File: src/rsw_pkg.sv
// Constants, state encoding and timing counts for the reset supervisor watchdog
// Overview of operation
// A trigger drives the active-low reset output low for a pulse of the 200 ms stretch interval.
// Reset stays asserted the whole time the supply-low input or the manual clear input is active.
// Reset is held 200 ms after supply recovery, a watchdog expiry, or a manual input rising edge.
// A low level on the manual clear input asserts reset.
// Reset lasts while the manual input is low and a further 200 ms after it returns high.
// The active-high reset output is always the exact inverse of the active-low one.
// A service input that holds one level beyond the 1.60 s timeout triggers a reset.
// The watchdog timer is cleared whenever reset is asserted.
// Every service input edge clears the watchdog; the processor holds each level at least 50 ns.
// The watchdog is disabled while the watchdog-disable input is high.
// Manual low pulses of 100 ns or less are ignored; 1.0 us low always gives a reset.
// Each new supply-low indication restarts the stretch timer from zero.
// During reset the watchdog stays cleared and stopped, and it counts from reset release.
// Pin inputs pass a two-flop synchroniser, and the intervals come from a clock prescaler.
package rsw_pkg;
  // ----------------------------------------------------------------
  // Clock and prescaler
  // ----------------------------------------------------------------
  localparam int CLK_FREQ_HZ   = 40_000_000;
  localparam int CLK_MHZ       = CLK_FREQ_HZ / 1_000_000;
  localparam int TICK_US       = 1000;
  localparam int TICK_CYCLES   = TICK_US * CLK_MHZ;
  localparam int TICK_W        = 16;

  // ----------------------------------------------------------------
  // Interval timing
  // ----------------------------------------------------------------
  localparam int STRETCH_MS            = 200;
  localparam int SERVICE_TIMEOUT_MS    = 1600;
  localparam int SERVICE_TIMEOUT_MIN_MS = 1120;
  localparam int SERVICE_TIMEOUT_MAX_MS = 2400;
  localparam int MS_W                  = 11;
  localparam int SERVICE_PULSE_MIN_NS  = 50;

  // ----------------------------------------------------------------
  // Manual input glitch filter
  // ----------------------------------------------------------------
  localparam int MANUAL_IGNORE_NS     = 100;
  localparam int MANUAL_MIN_NS        = 1000;
  localparam int MANUAL_FILTER_CYCLES = (MANUAL_IGNORE_NS * CLK_MHZ) / 1000 + 1;
  localparam int FILT_W               = 3;

  // ----------------------------------------------------------------
  // Synchroniser layout {disable, toggle, manual_n, supply_low}
  // ----------------------------------------------------------------
  localparam int SYNC_W       = 4;
  localparam int SYNC_SUP     = 0;
  localparam int SYNC_MAN     = 1;
  localparam int SYNC_TOG     = 2;
  localparam int SYNC_DIS     = 3;
  localparam logic [SYNC_W-1:0] SYNC_RST = 4'h3;

  // ----------------------------------------------------------------
  // Supervisor states
  // ----------------------------------------------------------------
  typedef enum logic [2:0] {
    ST_HOLD    = 3'h1,
    ST_STRETCH = 3'h2,
    ST_RUN     = 3'h4
  } rsw_state_t;
endpackage : rsw_pkg

File: src/rsw_cond_if.sv
// Conditioned input bundle between the input stage and the supervisor
`timescale 1ns/10ps
interface rsw_cond_if;
  logic supply_low;
  logic manual_low;
  logic toggle_edge;
  logic wd_disable;

  modport src (
    output supply_low,
    output manual_low,
    output toggle_edge,
    output wd_disable
  );
  modport dst (
    input supply_low,
    input manual_low,
    input toggle_edge,
    input wd_disable
  );
endinterface : rsw_cond_if

File: src/rsw_input_cond.sv
// Input synchroniser, manual glitch filter and service edge detector
`timescale 1ns/10ps
module rsw_input_cond (
  input  wire logic core_clk,
  input  wire logic rst_n,
  input  wire logic supply_low_in,
  input  wire logic manual_clear_in_n,
  input  wire logic activity_toggle_in,
  input  wire logic watchdog_disable_in,
  rsw_cond_if.src   cond
);
  import rsw_pkg::*;

  logic [SYNC_W-1:0] meta_ff;
  logic [SYNC_W-1:0] sync_ff;
  logic              tog_prev_ff;
  logic [FILT_W-1:0] man_cnt_ff;
  logic              manual_low_ff;

  // ----------------------------------------------------------------
  // Two-flop synchroniser
  // ----------------------------------------------------------------
  always_ff @(posedge core_clk) begin
    if (!rst_n) begin
      meta_ff <= SYNC_RST;
      sync_ff <= SYNC_RST;
    end else begin
      meta_ff <= {watchdog_disable_in, activity_toggle_in,
                  manual_clear_in_n, supply_low_in};
      sync_ff <= meta_ff;
    end
  end

  // ----------------------------------------------------------------
  // Service edge detector
  // ----------------------------------------------------------------
  always_ff @(posedge core_clk) begin
    if (!rst_n) begin
      tog_prev_ff <= 1'b0;
    end else begin
      tog_prev_ff <= sync_ff[SYNC_TOG];
    end
  end

  // ----------------------------------------------------------------
  // Manual low filter
  // ----------------------------------------------------------------
  always_ff @(posedge core_clk) begin
    if (!rst_n) begin
      man_cnt_ff    <= 3'h0;
      manual_low_ff <= 1'b0;
    end else if (sync_ff[SYNC_MAN]) begin
      man_cnt_ff    <= 3'h0;
      manual_low_ff <= 1'b0;
    end else if (man_cnt_ff == FILT_W'(MANUAL_FILTER_CYCLES - 1)) begin
      manual_low_ff <= 1'b1;
    end else begin
      man_cnt_ff <= man_cnt_ff + 3'h1;
    end
  end

  assign cond.supply_low  = sync_ff[SYNC_SUP];
  assign cond.manual_low  = manual_low_ff;
  assign cond.toggle_edge = sync_ff[SYNC_TOG] ^ tog_prev_ff;
  assign cond.wd_disable  = sync_ff[SYNC_DIS];
endmodule : rsw_input_cond

File: src/rsw_top.sv
// Reset supervisor with stretch timer and service watchdog
`timescale 1ns/10ps
module rsw_top #(
  parameter int TICK_CYCLES_P = rsw_pkg::TICK_CYCLES
) (
  input  wire logic core_clk,
  input  wire logic rst_n,
  input  wire logic supply_low_in,
  input  wire logic manual_clear_in_n,
  input  wire logic activity_toggle_in,
  input  wire logic watchdog_disable_in,
  output wire logic reset_out_n,
  output wire logic reset_out
);
  import rsw_pkg::*;

  rsw_cond_if cond_if ();

  rsw_state_t        state_ff;
  rsw_state_t        nxt_state;
  logic [TICK_W-1:0] tick_cnt_ff;
  logic [MS_W-1:0]   stretch_cnt_ff;
  logic [MS_W-1:0]   wd_cnt_ff;
  logic              reset_n_ff;
  logic              cause;
  logic              tick;
  logic              in_run;
  logic              wd_service;
  logic              wd_expire;
  logic              stretch_done;
  logic              tick_restart;

  // ----------------------------------------------------------------
  // Input conditioning
  // ----------------------------------------------------------------
  rsw_input_cond u_cond (
    .core_clk            (core_clk),
    .rst_n               (rst_n),
    .supply_low_in       (supply_low_in),
    .manual_clear_in_n   (manual_clear_in_n),
    .activity_toggle_in  (activity_toggle_in),
    .watchdog_disable_in (watchdog_disable_in),
    .cond                (cond_if.src)
  );

  // ----------------------------------------------------------------
  // Event decode
  // ----------------------------------------------------------------
  assign cause        = cond_if.supply_low | cond_if.manual_low;  // see
  assign in_run       = (state_ff == ST_RUN);
  assign tick         = (tick_cnt_ff == TICK_W'(TICK_CYCLES_P - 1));
  assign wd_service   = cond_if.toggle_edge | cond_if.wd_disable;
  assign wd_expire    = in_run & ~cause & ~wd_service & tick
                      & (wd_cnt_ff == MS_W'(SERVICE_TIMEOUT_MS - 1));  // see
  assign stretch_done = tick & (stretch_cnt_ff == MS_W'(STRETCH_MS - 1));
  assign tick_restart = cause | wd_expire | (in_run & wd_service);

  // ----------------------------------------------------------------
  // Prescaler, one tick per millisecond
  // ----------------------------------------------------------------
  always_ff @(posedge core_clk) begin
    if (!rst_n) begin
      tick_cnt_ff <= 16'h0000;
    end else if (tick_restart || tick) begin
      tick_cnt_ff <= 16'h0000;
    end else begin
      tick_cnt_ff <= tick_cnt_ff + 16'h0001;
    end
  end

  // ----------------------------------------------------------------
  // Supervisor state machine
  // ----------------------------------------------------------------
  always_comb begin
    nxt_state = state_ff;
    case (state_ff)
      ST_HOLD: begin
        if (!cause) begin
          nxt_state = ST_STRETCH;  // see
        end
      end
      ST_STRETCH: begin
        if (cause) begin
          nxt_state = ST_HOLD;
        end else if (stretch_done) begin
          nxt_state = ST_RUN;
        end
      end
      ST_RUN: begin
        if (cause) begin
          nxt_state = ST_HOLD;
        end else if (wd_expire) begin
          nxt_state = ST_STRETCH;
        end
      end
      default: begin
        nxt_state = ST_STRETCH;
      end
    endcase
  end

  always_ff @(posedge core_clk) begin
    if (!rst_n) begin
      state_ff <= ST_STRETCH;
    end else begin
      state_ff <= nxt_state;
    end
  end

  // ----------------------------------------------------------------
  // Stretch timer
  // ----------------------------------------------------------------
  always_ff @(posedge core_clk) begin
    if (!rst_n) begin
      stretch_cnt_ff <= 11'h000;
    end else if (cause || state_ff != ST_STRETCH) begin
      stretch_cnt_ff <= 11'h000;
    end else if (tick) begin
      stretch_cnt_ff <= stretch_cnt_ff + 11'h001;
    end
  end

  // ----------------------------------------------------------------
  // Service watchdog timer
  // ----------------------------------------------------------------
  always_ff @(posedge core_clk) begin
    if (!rst_n) begin
      wd_cnt_ff <= 11'h000;
    end else if (!in_run || cause) begin
      wd_cnt_ff <= 11'h000;  // see
    end else if (wd_service || wd_expire) begin
      wd_cnt_ff <= 11'h000;  // see
    end else if (tick) begin
      wd_cnt_ff <= wd_cnt_ff + 11'h001;
    end
  end

  // ----------------------------------------------------------------
  // Reset outputs
  // ----------------------------------------------------------------
  always_ff @(posedge core_clk) begin
    if (!rst_n) begin
      reset_n_ff <= 1'b0;
    end else begin
      reset_n_ff <= (nxt_state == ST_RUN);  // see
    end
  end

  assign reset_out_n = reset_n_ff;
  assign reset_out   = ~reset_n_ff;
endmodule : rsw_top

File: config.mk
export PLATFORM = sky130hd
export DESIGN_NAME = rsw_top
export DESIGN_NICKNAME = d
export VERILOG_FILES = /design/src/rsw_pkg.sv /design/src/rsw_cond_if.sv /design/src/rsw_input_cond.sv /design/src/rsw_top.sv
export SDC_FILE = /design/constraint.sdc
export NUM_CORES = 1
export LEC_CHECK = 0
export BUFFER_PORTS_ARGS = -buffer_cell sky130_fd_sc_hd__clkbuf_2
export CAP_MARGIN = 15
export CORE_MARGIN = 3
export CORE_UTILIZATION = 35
export CTS_BUF_LIST = sky130_fd_sc_hd__clkbuf_8
export CTS_CLUSTER_DIAMETER = 120
export DETAILED_ROUTE_END_ITERATION = 10
export GPL_ROUTABILITY_DRIVEN = 0
export PLACE_DENSITY = 0.52
export SLEW_MARGIN = 20
export SYNTH_ARGS = -nofsm -noshare
export SYNTH_HDL_FRONTEND = slang
export SYNTH_HIERARCHICAL = 1
export SYNTH_SLANG_ARGS = --single-unit
File: constraint.sdc
create_clock -name core_clk -period 3.7 [get_ports core_clk]
set_clock_uncertainty 0.1 [all_clocks]
set_input_delay 0.555 -clock core_clk [delete_from_list [all_inputs] [get_ports core_clk]]
set_output_delay 0.555 -clock core_clk [all_outputs]
set_load 0.005 [all_outputs]
# Word-level counts from Yosys, hierarchy flattened

Cells that the tools add are included.

Word-level logic and storage cells: 53
Output and inout bits: 2
Input port bits: 6
Bits in registers: 55

Equal/unequal tests: 9
Add/sub/neg operators: 4
Mux-type cells: 6
Bitwise operators: 15
Reductions and logical operators: 9

Operators by type and width:

| kind                                           | number |
|---|---|
| adder 11 x 1 -> 11 bit, second input constant  | 2 |
| adder 16 x 1 -> 16 bit, second input constant  | 1 |
| == test 16 bit, second input constant          | 1 |
| two-way mux 3 bit                              | 5 |
| == test 11 bit, second input constant          | 1 |
| == test 11 x 8 -> 1 bit, second input constant | 1 |
| == test 3 bit, second input constant           | 3 |
| case mux 3 bit (3 select lines)                | 1 |
| bitwise AND 1 bit                              | 6 |
| OR reduction 2 bit                             | 3 |
| logical OR 1 bit                               | 4 |
| inverter 1 bit                                 | 4 |
| OR 1 bit                                       | 4 |
| adder 3 x 1 -> 3 bit, second input constant    | 1 |
| == test 3 x 1 -> 1 bit, second input constant  | 1 |
| == test 3 x 2 -> 1 bit, second input constant  | 1 |
| != test 3 x 2 -> 1 bit, second input constant  | 1 |
| OR reduction 3 bit                             | 1 |
| logical NOT 1 bit                              | 1 |
| XOR 1 bit                                      | 1 |

# Logic depth before layout (Yosys ltp)

Gate-level depths: netlist (run 1).

Depth in word-level cells: 10
Mapped depth: 7
Gate-level depth less buffers: 5

# By module

The synthesis (run 1) kept the hierarchy.

By module, submodules not included:

| module         | cells each | instances | area an instance (um^2) | seq. area each (um^2) |
|---|---|---|---|---|
| rsw_top        | 245        | 1         | 2120.8                  | 840.8 |
| rsw_input_cond | 39         | 1         | 439.2                   | 260.2 |

# Worst setup path after synthesis (run 1)

Ideal clock, no wire load.

Path type: input-to-reg
From: in rst_n
To: reg reset_n_ff (netlist: reset_out_n)
Setup time: 71 ps
Required time: 3529 ps
Stages on the path: 4
Arrival time: 1858 ps
Path slack: 1671 ps
Path buffers: 1
Path through: or3b_2 > clkbuf_1 > or4b_2 > o21bai_1

RTL lines:

| element              | RTL line       | RTL |
|---|---|---|
| start, declared      | rsw_top.sv:7   | `input wire logic rst_n,` |
| end signal, assigned | rsw_top.sv:145 | `reset_n_ff <= (nxt_state == ST_RUN);` |
| end, declared        | rsw_top.sv:24  | `logic reset_n_ff;` |

# Worst setup path after layout (run 1)

From: reg tick_cnt_ff[0]
To: reg reset_n_ff (netlist: reset_out_n)

Longest elaborated chain between the ends: 7
Elaborated cells between the ends (all ways): 10
Classes of those cells: eq/ne: 2; mux: 5; bitwise: 3

RTL lines:

| element                           | RTL line       | RTL |
|---|---|---|
| start, declared                   | rsw_top.sv:21  | `logic [TICK_W-1:0] tick_cnt_ff;` |
| start signal, assigned            | rsw_top.sv:67  | `tick_cnt_ff <= tick_cnt_ff + 16'h0001;` |
| == test 16 bit *                  | rsw_top.sv:51  | `assign tick = (tick_cnt_ff == TICK_W'(TICK_CYCLES_P - 1));` |
| bitwise AND 1 bit                 | rsw_top.sv:53  | `assign wd_expire = in_run & ~cause & ~wd_service & tick` |
| bitwise AND 1 bit                 | rsw_top.sv:54  | `& (wd_cnt_ff == MS_W'(SERVICE_TIMEOUT_MS - 1));` |
| two-way mux 3 bit                 | rsw_top.sv:92  | `end else if (wd_expire) begin` |
| two-way mux 3 bit                 | rsw_top.sv:90  | `if (cause) begin` |
| case mux 3 bit (3 select lines) * | rsw_top.sv:76  | `case (state_ff)` |
| == test 3 bit *                   | rsw_top.sv:145 |  |

Mark *: on every way between the ends. The rest lies on a longest branch, timed or not.
A chain may end at the register's enable or synchronous reset.

==> run_results.csv, run 1 <==
group,metric,value,unit
global_route,grt_max_degree,31,
synth,synth-main-ff-cell,"dfxtp_1",
cells_and_area,multi_input_area,1370,um^2
cells_and_area,stdcell_count,385,
cells_and_area,num_antenna_cells,0,
global_route,grt_overflow,0,
die,coreArea,6940,um^2
cells_and_area,syn2layout_area_growth,8.02,%
place,hpwl,3.41,mm
synth,ys_seq_area_frac,0.430,
cells_and_area,nNetsFinal,299,
sta,fin_crit,2.52,ns
worst_setup_path,cp_cell_sequence,"ha_1 -> and4_1 -> nand4_2 -> nor3_1 -> buf_4 -> o21bai_1",
clock_tree,cts_resized,0,
cells_and_area,seq_area,1100,um^2
die,dieArea,8380,um^2
synth,synth_edf_count,0,
global_route,grt_pass1_wl,8.65,mm
clock_tree,cts_hold_buf,0,
hold_path,min_path_type,"reg2reg",
clock_tree,clk_pin_slew,0.10,ns
place,numPlacedInstances,377,
worst_setup_path,crit_type,"reg2reg",
worst_setup_path,worstSetupStartpointType,"flop",
die,rows,30,
place,placed_area,2670,um^2
synth,syn_avg_cell_area,9.01,um^2
routing,drtIter0Drc,85,
cells_and_area,drive_gt1_frac,0.100,
clock_tree,insertion_delay,0.31,ns
sta,hold_viol,0,
clock_tree,postCtsSetupBuffers,0,
routing,detail_route.first_pass.iterations,4,
routing,wl_per_cell,12.9,um
run,cap_violations,0,
routing,route.detailed.drc,0,
synth,synthCells,284,
sta,fmax,397,MHz
worst_setup_path,cp_slowest_stage_delay,0.57,ns
die,fp.dieW,91.5,um
routing,totalWireLength,4.98,mm
clock_tree,root_buffer,"clkbuf_8",
clock_tree,htreeDepth,2,
power,p_per_area,356,nW/um^2
worst_setup_path,worstSetupEndpointType,"flop",
cells_and_area,fin_util,0.398,
die,io_pins,8,
synth,synth_nets,295,
sta,finalCritPeriodShare,0.681,
place,io_buffer_count,7,
routing,ant_nets,0,
power,vdd_drop_max,0.203,mV
synth,synth-seq-cells,55,
global_route,antenna_found_initial,0,
die,initial_utilization,0.369,
synth,yosysWarnings,6,
routing,vias_per_cell,5.28,
sta,timing.setup.tns,0,ns
clock_tree,cts_tree,"built",
worst_setup_path,critPathMaxFanout,30,
clock_tree,clkSinkCount,55,
power,p_leak,0.863,nW
synth,synth_area,2560,um^2
sta,finalMaxSlewViolations,0,
routing,vias,2033,
status,status,"finished clean",
sta,max-slew-margin-rel,0.545,
global_route,grt_pass1_vias,1846,
clock_tree,ctsLongestPathBuffers,2,
sta,rsz0062_at_grt,"no",
worst_setup_path,required,3.80,ns
cells_and_area,final_area,2770,um^2
cells_and_area,fillers,716,
worst_setup_path,critPathArrivalTime,2.62,ns
global_route,track_usage,0.124,
worst_setup_path,crit_path_top_delay_cell,"nor3_1",
synth,async_flop_share,0,
die,die_h,91.5,um
synth,ys_types,45,
sta,setup_viol,0,
sta,tightest_slew,0.681,ns
clock_tree,numCtsBuffers,5,
registers in the layout, summed over array words and instances (netlist names):
name / count
wd_cnt_ff: 11
state_ff: 3
u_cond/man_cnt_ff: 3
u_cond/sync_ff: 4
u_cond/tog_prev_ff: 1
stretch_cnt_ff: 11
reset_out_n: 1
tick_cnt_ff: 16
u_cond/meta_ff: 4
u_cond/cond.manual_low: 1
path summary, 6_finish.rpt:
| kind | startpoint | end | slack, ns | depth (start not counted) |
|---|---|---|---|---|
| worst max-delay path | tick_cnt_ff[0] | reset_out_n | 1.18 | 6 |
| worst min-delay path | u_cond/meta_ff[0] | u_cond/sync_ff[0] | 0.31 | 1 |
| worst max register to register | tick_cnt_ff[0] | reset_out_n | 1.18 | 6 |
| worst min register to register | u_cond/meta_ff[0] | u_cond/sync_ff[0] | 0.31 | 1 |
through the flow:
step,hold slack [ns],power [mW],worst slack [ns]
final,0.314,0.984,1.18
after global routing,0.315,1.03,0.847
after CTS,0.312,1.00,1.13
after floorplan,0.285,0.642,1.67
after global placement,0.287,0.650,1.24
after detailed placement,0.293,0.651,1.17
cell usage after synthesis, types with 4 or more instances:
master,count,area [um^2]
dfxtp_1,55,1100
nor2_1,21,78.8
a21oi_1,17,85.1
nand2_1,16,60.1
nand3_1,15,75.1
or3_1,15,93.8
nand4_1,13,81.3
o21ai_0,12,60.1
inv_1,9,33.8
and2_1,8,50.1
o31ai_1,8,60.1
or4_1,8,60.1
clkbuf_1,7,26.3
nor3_1,7,35.0
xnor2_1,7,61.3
mux2i_1,6,60.1
xor2_1,6,52.6
a211oi_1,5,37.5
ha_1,5,62.6
and4_1,4,35.0
or2b_1,4,30.0
or3b_2,4,35.0
metal layers:
layer  GRT usage  vias up  wire length, um
met5           0        -                0
met4      0.0477        0               59
met1       0.183      961             2710
met2       0.175       21             2040
li1            -     1046                -
met3      0.0273        5              166
layout by cell type (no fill, tap or decap), types with 2 or more instances in the layout:
cell | netlist | layout
nor3b_1 | 3 | 3
nand4_1 | 13 | 13
ha_1 | 5 | 5
xor2_1 | 6 | 6
and3b_1 | 2 | 2
nor3_1 | 7 | 7
dfxtp_1 | 55 | 55
or2b_1 | 4 | 4
or3b_2 | 4 | 4
and2_1 | 8 | 8
or3_1 | 15 | 15
o21bai_1 | 2 | 2
mux2i_1 | 6 | 6
and4_1 | 4 | 4
nor4_1 | 2 | 2
clkbuf_8 | 0 | 6
a21oi_1 | 17 | 17
clkbuf_2 | 0 | 7
a211oi_1 | 5 | 5
o21ai_0 | 12 | 12
nor4b_1 | 3 | 3
inv_1 | 9 | 10
nand3_1 | 15 | 15
xnor2_1 | 7 | 7
or4_1 | 8 | 8
nor2_1 | 21 | 21
o31ai_1 | 8 | 8
nand2_1 | 16 | 16
where the power goes:
part | switching, mW | internal (mW)
logic | 0.0167 | 0.0146
clock network | 0.196 | 0.151
registers | 0.00613 | 0.600
kinds of logic after synthesis:
family | after synthesis | synth area share
adder cells (fa/ha/maj) | 5 | 0.0244
XOR/XNOR | 13 | 0.0445
multiplexers | 6 | 0.0235
AO/OA/AOI/OAI | 48 | 0.116
buffers and inverters | 20 | 0.0337
AND/OR/NAND/NOR | 137 | 0.327
flip-flops | 55 | 0.430
worst max-delay path: cells and delay by family (launching register included):
family	cells	cell delay (ns)
and+or+nand+nor	3	1.35
AOI/OAI and AO/OA	1	0.09
DFF	1	0.39
buffers and inverters	1	0.25
adders and majority gates	1	0.23
cell type report:
cell class | instances | area share
well taps | 96 | 0.0434
clock inverters | 2 | 0.00452
multi-input cells | 209 | 0.496
clock buffers | 6 | 0.0299
repair buffers | 8 | 0.0154
inverters | 9 | 0.0122
flip-flops and latches | 55 | 0.398
(Power assumes the default switching activity.)
==> inputs of run 2 (changes only) <==
--- a/config.mk
+++ b/config.mk
@@ -13,7 +13,7 @@
 export CTS_CLUSTER_DIAMETER = 120
 export DETAILED_ROUTE_END_ITERATION = 10
 export GPL_ROUTABILITY_DRIVEN = 0
-export PLACE_DENSITY = 0.52
+export PLACE_DENSITY = 0.54
 export SLEW_MARGIN = 20
 export SYNTH_ARGS = -nofsm -noshare
 export SYNTH_HDL_FRONTEND = slang
==> constraint.sdc (replaced) <==
create_clock -name core_clk -period 2 [get_ports core_clk]
set_clock_uncertainty 0.1 [all_clocks]
set_input_delay 0.3 -clock core_clk [delete_from_list [all_inputs] [get_ports core_clk]]
set_output_delay 0.3 -clock core_clk [all_outputs]
set_load 0.005 [all_outputs]
==> run_results.csv, run 2 (synthesis results as in run 1) <==
group,metric,value,unit
power,total_power,1.81,mW
worst_setup_path,worstSetupEndpointType,"flop",
worst_setup_path,worstSetupStartpointType,"flop",
place,numPlacedInstances,410,
routing,route.detailed.drc,0,
sta,max-slew-margin-rel,0.746,
routing,wl_per_cell,12.5,um
sta,hold_viol,0,
worst_setup_path,critPathArrivalTime,2.09,ns
sta,finalMaxSlewViolations,0,
power,vdd_drop_max,0.278,mV
clock_tree,cts_hold_buf,0,
routing,drtIter0Drc,140,
global_route,grt_pass1_wl,8.81,mm
clock_tree,numCtsBuffers,5,
place,hpwl,3.71,mm
clock_tree,cts_tree,"built",
cells_and_area,top_register,"tick_cnt_ff",
sta,fmax,516,MHz
die,initial_utilization,0.369,
hold_path,min_path_type,"in2reg",
sta,finalCritPeriodShare,0.969,
worst_setup_path,required,2.15,ns
power,p_per_area,581,nW/um^2
sta,tightest_slew,0.377,ns
sta,hold_ws,0.0602,ns
worst_setup_path,crit_type,"reg2reg",
clock_tree,clkSinkCount,55,
routing,vias_per_cell,5.14,
cells_and_area,drive_gt1_frac,0.236,
clock_tree,root_buffer,"clkbuf_8",
global_route,grt_max_degree,19,
sta,rsz0062_at_grt,"yes",
sta,fin_crit,1.94,ns
power,p_leak,1.06,nW
status,status,"finished clean",
cells_and_area,layout_commonest_cell,"dfxtp_1",
routing,ant_nets,0,
clock_tree,clk_pin_slew,0.10,ns
routing,vias,2167,
routing,totalWireLength,5.27,mm
cells_and_area,final_cell_mix,"51 x dfxtp_1, 34 x buf_4, 21 x nor2_1, 16 x nand2_1",
sta,setup_viol,0,
routing,detail_route.first_pass.iterations,4,
die,coreArea,6940,um^2
worst_setup_path,critPathMaxFanout,8,
die,rows,30,
place,io_buffer_count,7,
cells_and_area,num_antenna_cells,0,
cells_and_area,reg.largest.list,"tick_cnt_ff x16, stretch_cnt_ff x11, wd_cnt_ff x11",
clock_tree,insertion_delay,0.31,ns
die,io_pins,8,
die,dieArea,8380,um^2
global_route,antenna_found_initial,0,
die,fp.dieW,91.5,um
cells_and_area,syn2layout_area_growth,21.5,%
cells_and_area,stdcell_count,422,
run,cap_violations,0,
clock_tree,htreeDepth,2,
cells_and_area,nNetsFinal,336,
global_route,grt_overflow,0,
cells_and_area,fillers,661,
global_route,track_usage,0.126,
die,die_h,91.5,um
cells_and_area,largest_reg_flops,16,
global_route,grt_pass1_vias,1892,
clock_tree,ctsLongestPathBuffers,2,
-- run 2: cell types whose count changed in the layout (fill, tap and decap cells not counted), moves of 2 or more --
cell / before / now
a21oi_1: 17 / 15
a21oi_2: 0 / 2
buf_4: 1 / 34
buf_6: 0 / 2
dfxtp_1: 55 / 51
dfxtp_2: 0 / 4
-- run 2: final cells by class --
| class | count | area, um^2 | area share |
|---|---|---|---|
| Clock buffer | 5 | 68.8 | 0.0221 |
| Clock inverter | 3 | 25.0 | 0.00805 |
| Inverter | 9 | 33.8 | 0.0109 |
| Multi-Input combinational cell | 210 | 1420 | 0.458 |
| Sequential cell | 55 | 1110 | 0.356 |
| Tap cell | 96 | 120 | 0.0386 |
| Timing Repair Buffer | 44 | 333 | 0.107 |
-- run 2: timing repair --
item,in CTS,in global routing
gates resized for setup,1,14
gates cloned,0,1
endpoints found under the setup margin,4,12
buffers inserted,0,3
pin swaps,0,5
-- run 2: path summary, 6_finish.rpt --
kind,startpoint,end,slack (ns),cells past startpoint
setup reg to reg,tick_cnt_ff[9],stretch_cnt_ff[7],0.06,5
hold / removal,supply_low_in,u_cond/meta_ff[0],0.06,2
setup / recovery,tick_cnt_ff[9],stretch_cnt_ff[7],0.06,5
hold reg to reg,u_cond/meta_ff[1],u_cond/sync_ff[1],0.31,1
-- run 2: metrics by stage --
stage          area (um^2)  utilization   TNS, ns  setup WS, ns
6_report              3110        0.448         0        0.0622
2_1_floorplan         2560            -         0        0.0879
3_3_place_gp          2930        0.422         0        0.0145
3_5_place_dp          2930        0.422   -0.0436       -0.0227
4_1_cts               3030        0.437         0        0.0247
5_1_grt               3110        0.448  -0.00988      -0.00435
-- run 2: metal layers --
layer	track usage	part of all wire
met1	0.184	0.53
met2	0.180	0.43
met3	0.0315	0.031
met4	0.0427	0.012
met5	0	0
-- run 2: worst max-delay path: stages, from the launching register on --
cell and delay (ns):
dfxtp_2 0.35, nor4b_4 0.42, nand4_4 0.20, buf_6 0.18, or4_1 0.49, a21oi_2 0.14
-- run 2: report_power, final --
group          total [mW]  internal (mW)  switching (mW)
clock network       0.621          0.251           0.370
registers            1.12           1.11          0.0102
logic              0.0656         0.0332          0.0324
==> inputs of run 3 (changes only) <==
--- a/config.mk
+++ b/config.mk
@@ -5,6 +5,7 @@
 export SDC_FILE = /design/constraint.sdc
 export NUM_CORES = 1
 export LEC_CHECK = 0
+export ABC_AREA = 1
 export BUFFER_PORTS_ARGS = -buffer_cell sky130_fd_sc_hd__clkbuf_2
 export CAP_MARGIN = 15
 export CORE_MARGIN = 3
==> run_results.csv, run 3 <==
group,metric,value,unit
status,status,"finished clean",
global_route,use_met3,0.0268,
clock_tree,cts_hold_buf,0,
sta,setup_viol,0,
sta,max-slew-margin-rel,0.781,
global_route,grt_overflow,0,
sta,finalCritPeriodShare,0.907,
clock_tree,clk_pin_slew,0.10,ns
sta,hold_viol,0,
sta,fin_crit,1.81,ns
place,io_buffer_count,7,
synth,yosysMostFrequentCell,"nand2_1",
cells_and_area,final_area,2930,um^2
synth,synth_top_area_cell,"dfxtp_1",
place,placed_area,2780,um^2
clock_tree,cts_tree,"built",
global_route,antenna_found_initial,0,
worst_setup_path,critPathArrivalTime,1.93,ns
synth,async_flop_share,0,
synth,synthCells,368,
die,die_h,92.6,um
worst_setup_path,worstRegToRegCells,10,
synth,ys_types,31,
clock_tree,ctsLongestPathBuffers,2,
routing,wl_per_cell,9.85,um
synth,synth_area,2630,um^2
run,cap_violations,0,
sta,finalMaxSlewViolations,0,
synth,synth_top_family_by_area,"simple AND/OR/NAND/NOR gates",
sta,fmax,551,MHz
global_route,grt_pass1_vias,1986,
cells_and_area,drive_gt1_frac,0.0992,
routing,detail_route.first_pass.iterations,4,
hold_path,hold_path_depth,2,
synth,synth.area.top_cells,"dfxtp_1 42%, nand2_1 11%, inv_1 8.6%, nor2_1 7.4%, a21oi_1 3.4%",
clock_tree,postCtsSetupBuffers,0,
clock_tree,clkSinkCount,55,
clock_tree,htreeDepth,2,
synth,synthXorXnorAreaFrac,0.0400,
cells_and_area,largest_reg_flops,16,
global_route,grt_pass1_wl,8.80,mm
cells_and_area,final_cell_mix,"77 x nand2_1, 60 x inv_1, 55 x dfxtp_1, 51 x nor2_1, 18 x a21oi_1",
global_route,busiest_layer,"met2",
power,vdd_drop_max,0.287,mV
routing,totalWireLength,4.72,mm
worst_setup_path,reg2reg_to,"wd_cnt_ff[10]",
worst_setup_path,critPathMaxFanout,15,
cells_and_area,reg.largest.list,"tick_cnt_ff x16, stretch_cnt_ff x11, wd_cnt_ff x11",
hold_path,min-delay-start,"supply_low_in",
place,hpwl,3.57,mm
synth,synth-simple-area-share,0.356,
synth,synth-main-ff-cell,"dfxtp_1",
synth,synth_edf_count,0,
synth,yosys-mux-area-fraction,0,
clock_tree,insertion_delay,0.31,ns
global_route,grt.met1_usage,0.177,
cells_and_area,layout_commonest_cell,"nand2_1",
global_route,grt_max_degree,18,
clock_tree,numCtsBuffers,5,
cells_and_area,top_register,"tick_cnt_ff",
routing,drtIter0Drc,83,
synth,synth-seq-cells,55,
power,p_leak,1.17,nW
synth,yosysTopAreaCellShare,0.419,
hold_path,holdPathEnd,"u_cond/meta_ff[0]",
cells_and_area,num_antenna_cells,0,
sta,hold_ws,0.0642,ns
worst_setup_path,worstSetupStartpointType,"flop",
worst_setup_path,worstSetupEndpointType,"flop",
cells_and_area,syn2layout_area_growth,11.4,%
die,coreArea,7020,um^2
die,fp.dieW,92.6,um
synth,syn_avg_cell_area,7.14,um^2
synth,synth_common_cells,"77 x nand2_1, 60 x inv_1, 55 x dfxtp_1",
die,dieArea,8580,um^2
synth,ys_seq_area_frac,0.419,
global_route,track_usage,0.124,
cells_and_area,nNetsFinal,393,
routing,ant_nets,0,
sta,fin_ws,0.186,ns
power,p_per_area,702,nW/um^2
sta,tightest_slew,0.327,ns
routing,vias_per_cell,4.45,
routing,route.detailed.drc,0,
die,io_pins,8,
hold_path,min_path_type,"in2reg",
die,rows,30,
synth,synth_fa_ha_area_frac,0.0238,
worst_setup_path,crit_type,"reg2reg",
worst_setup_path,required,2.11,ns
synth,synth_nets,379,
synth,yosysWarnings,6,
die,initial_utilization,0.374,
worst_setup_path,r2r_slack,0.19,ns
clock_tree,root_buffer,"clkbuf_8",
global_route,gr-usage-met2,0.185,
synth,synth_compound_area_frac,0.0600,
place,dpl_worst_slack,0.0751,ns
routing,vias,2131,
worst_setup_path,r2r-start,"tick_cnt_ff[0]",
-- run 3: changes by cell type after synthesis, sizes merged, moves of 6 or more --
cell / before / now
nor3: 8 / 18
clkbuf: 7 / 0
o31ai: 8 / 0
or4: 9 / 0
mux2i: 6 / 0
nor2: 21 / 59
or3: 15 / 0
inv: 9 / 63
and2: 8 / 0
nand2: 16 / 80
-- run 3: power breakdown --
group          switching [mW]  total, mW  leakage (nW)  internal [mW]
registers             0.00982       1.12         0.446           1.11
logic                  0.0392     0.0636         0.659         0.0244
clock network           0.370      0.869        0.0644          0.499
total                   0.419       2.05          1.17           1.64
-- run 3: how the worst max path moves through the flow --
| stage | start | to | cells past startpoint |
|---|---|---|---|
| detailed placement | tick_cnt_ff[0] | wd_cnt_ff[10] | 10 |
| finish | tick_cnt_ff[0] | wd_cnt_ff[10] | 10 |
| global route | tick_cnt_ff[0] | wd_cnt_ff[9] | 10 |
| CTS | tick_cnt_ff[0] | wd_cnt_ff[10] | 10 |
| global placement | tick_cnt_ff[0] | wd_cnt_ff[10] | 10 |
| floorplan | tick_cnt_ff[0] | stretch_cnt_ff[5] | 9 |
-- run 3: area by class of cell --
| class | instances | area (um^2) |
|---|---|---|
| clock buffers | 5 | 68.8 |
| inverters | 63 | 236 |
| flip-flops and latches | 55 | 1100 |
| repair buffers | 10 | 57.6 |
| well taps | 96 | 120 |
| clock inverters | 3 | 67.6 |
| multi-input cells | 247 | 1270 |
| fillers | 731 | 4090 |
-- run 3: per-layer routing --
metal	part of all wire	up-vias
li1	-	1184
met1	0.54	918
met2	0.42	22
met3	0.024	7
met4	0.014	0
met5	0	-
-- run 3: what timing repair did --
action,4_1_cts,5_1_grt
endpoints found under the hold margin,0,0
gates resized for setup,0,3
setup endpoints to repair,0,15
-- run 3: cells by family after synthesis --
kind of cell	count (synthesis)
simple gates	201
buf+inv	66
flops	55
compound gates	29
xor+xnor	12
fa+ha+maj	5
-- run 3: per-stage QoR --
step                      total power, mW  std cells   util  setup TNS [ns]
after floorplan                      1.19        368      -               0
after global placement               1.21        471  0.396               0
after detailed placement             1.21        471  0.396               0
after CTS                            2.09        479  0.415               0
after global routing                 2.14        479  0.417         -0.0126
final                                2.05        479  0.417               0
-- run 3: worst max-delay path, cell delays in order, from the launching register on --
cell	delay, ns
dfxtp_1	0.36
ha_1	0.20
nand3_2	0.15
nor2_2	0.18
nand2_4	0.16
nor2_4	0.18
nand2_2	0.10
nand3_4	0.12
inv_2	0.07
nand2_1	0.07
nor2_1	0.03
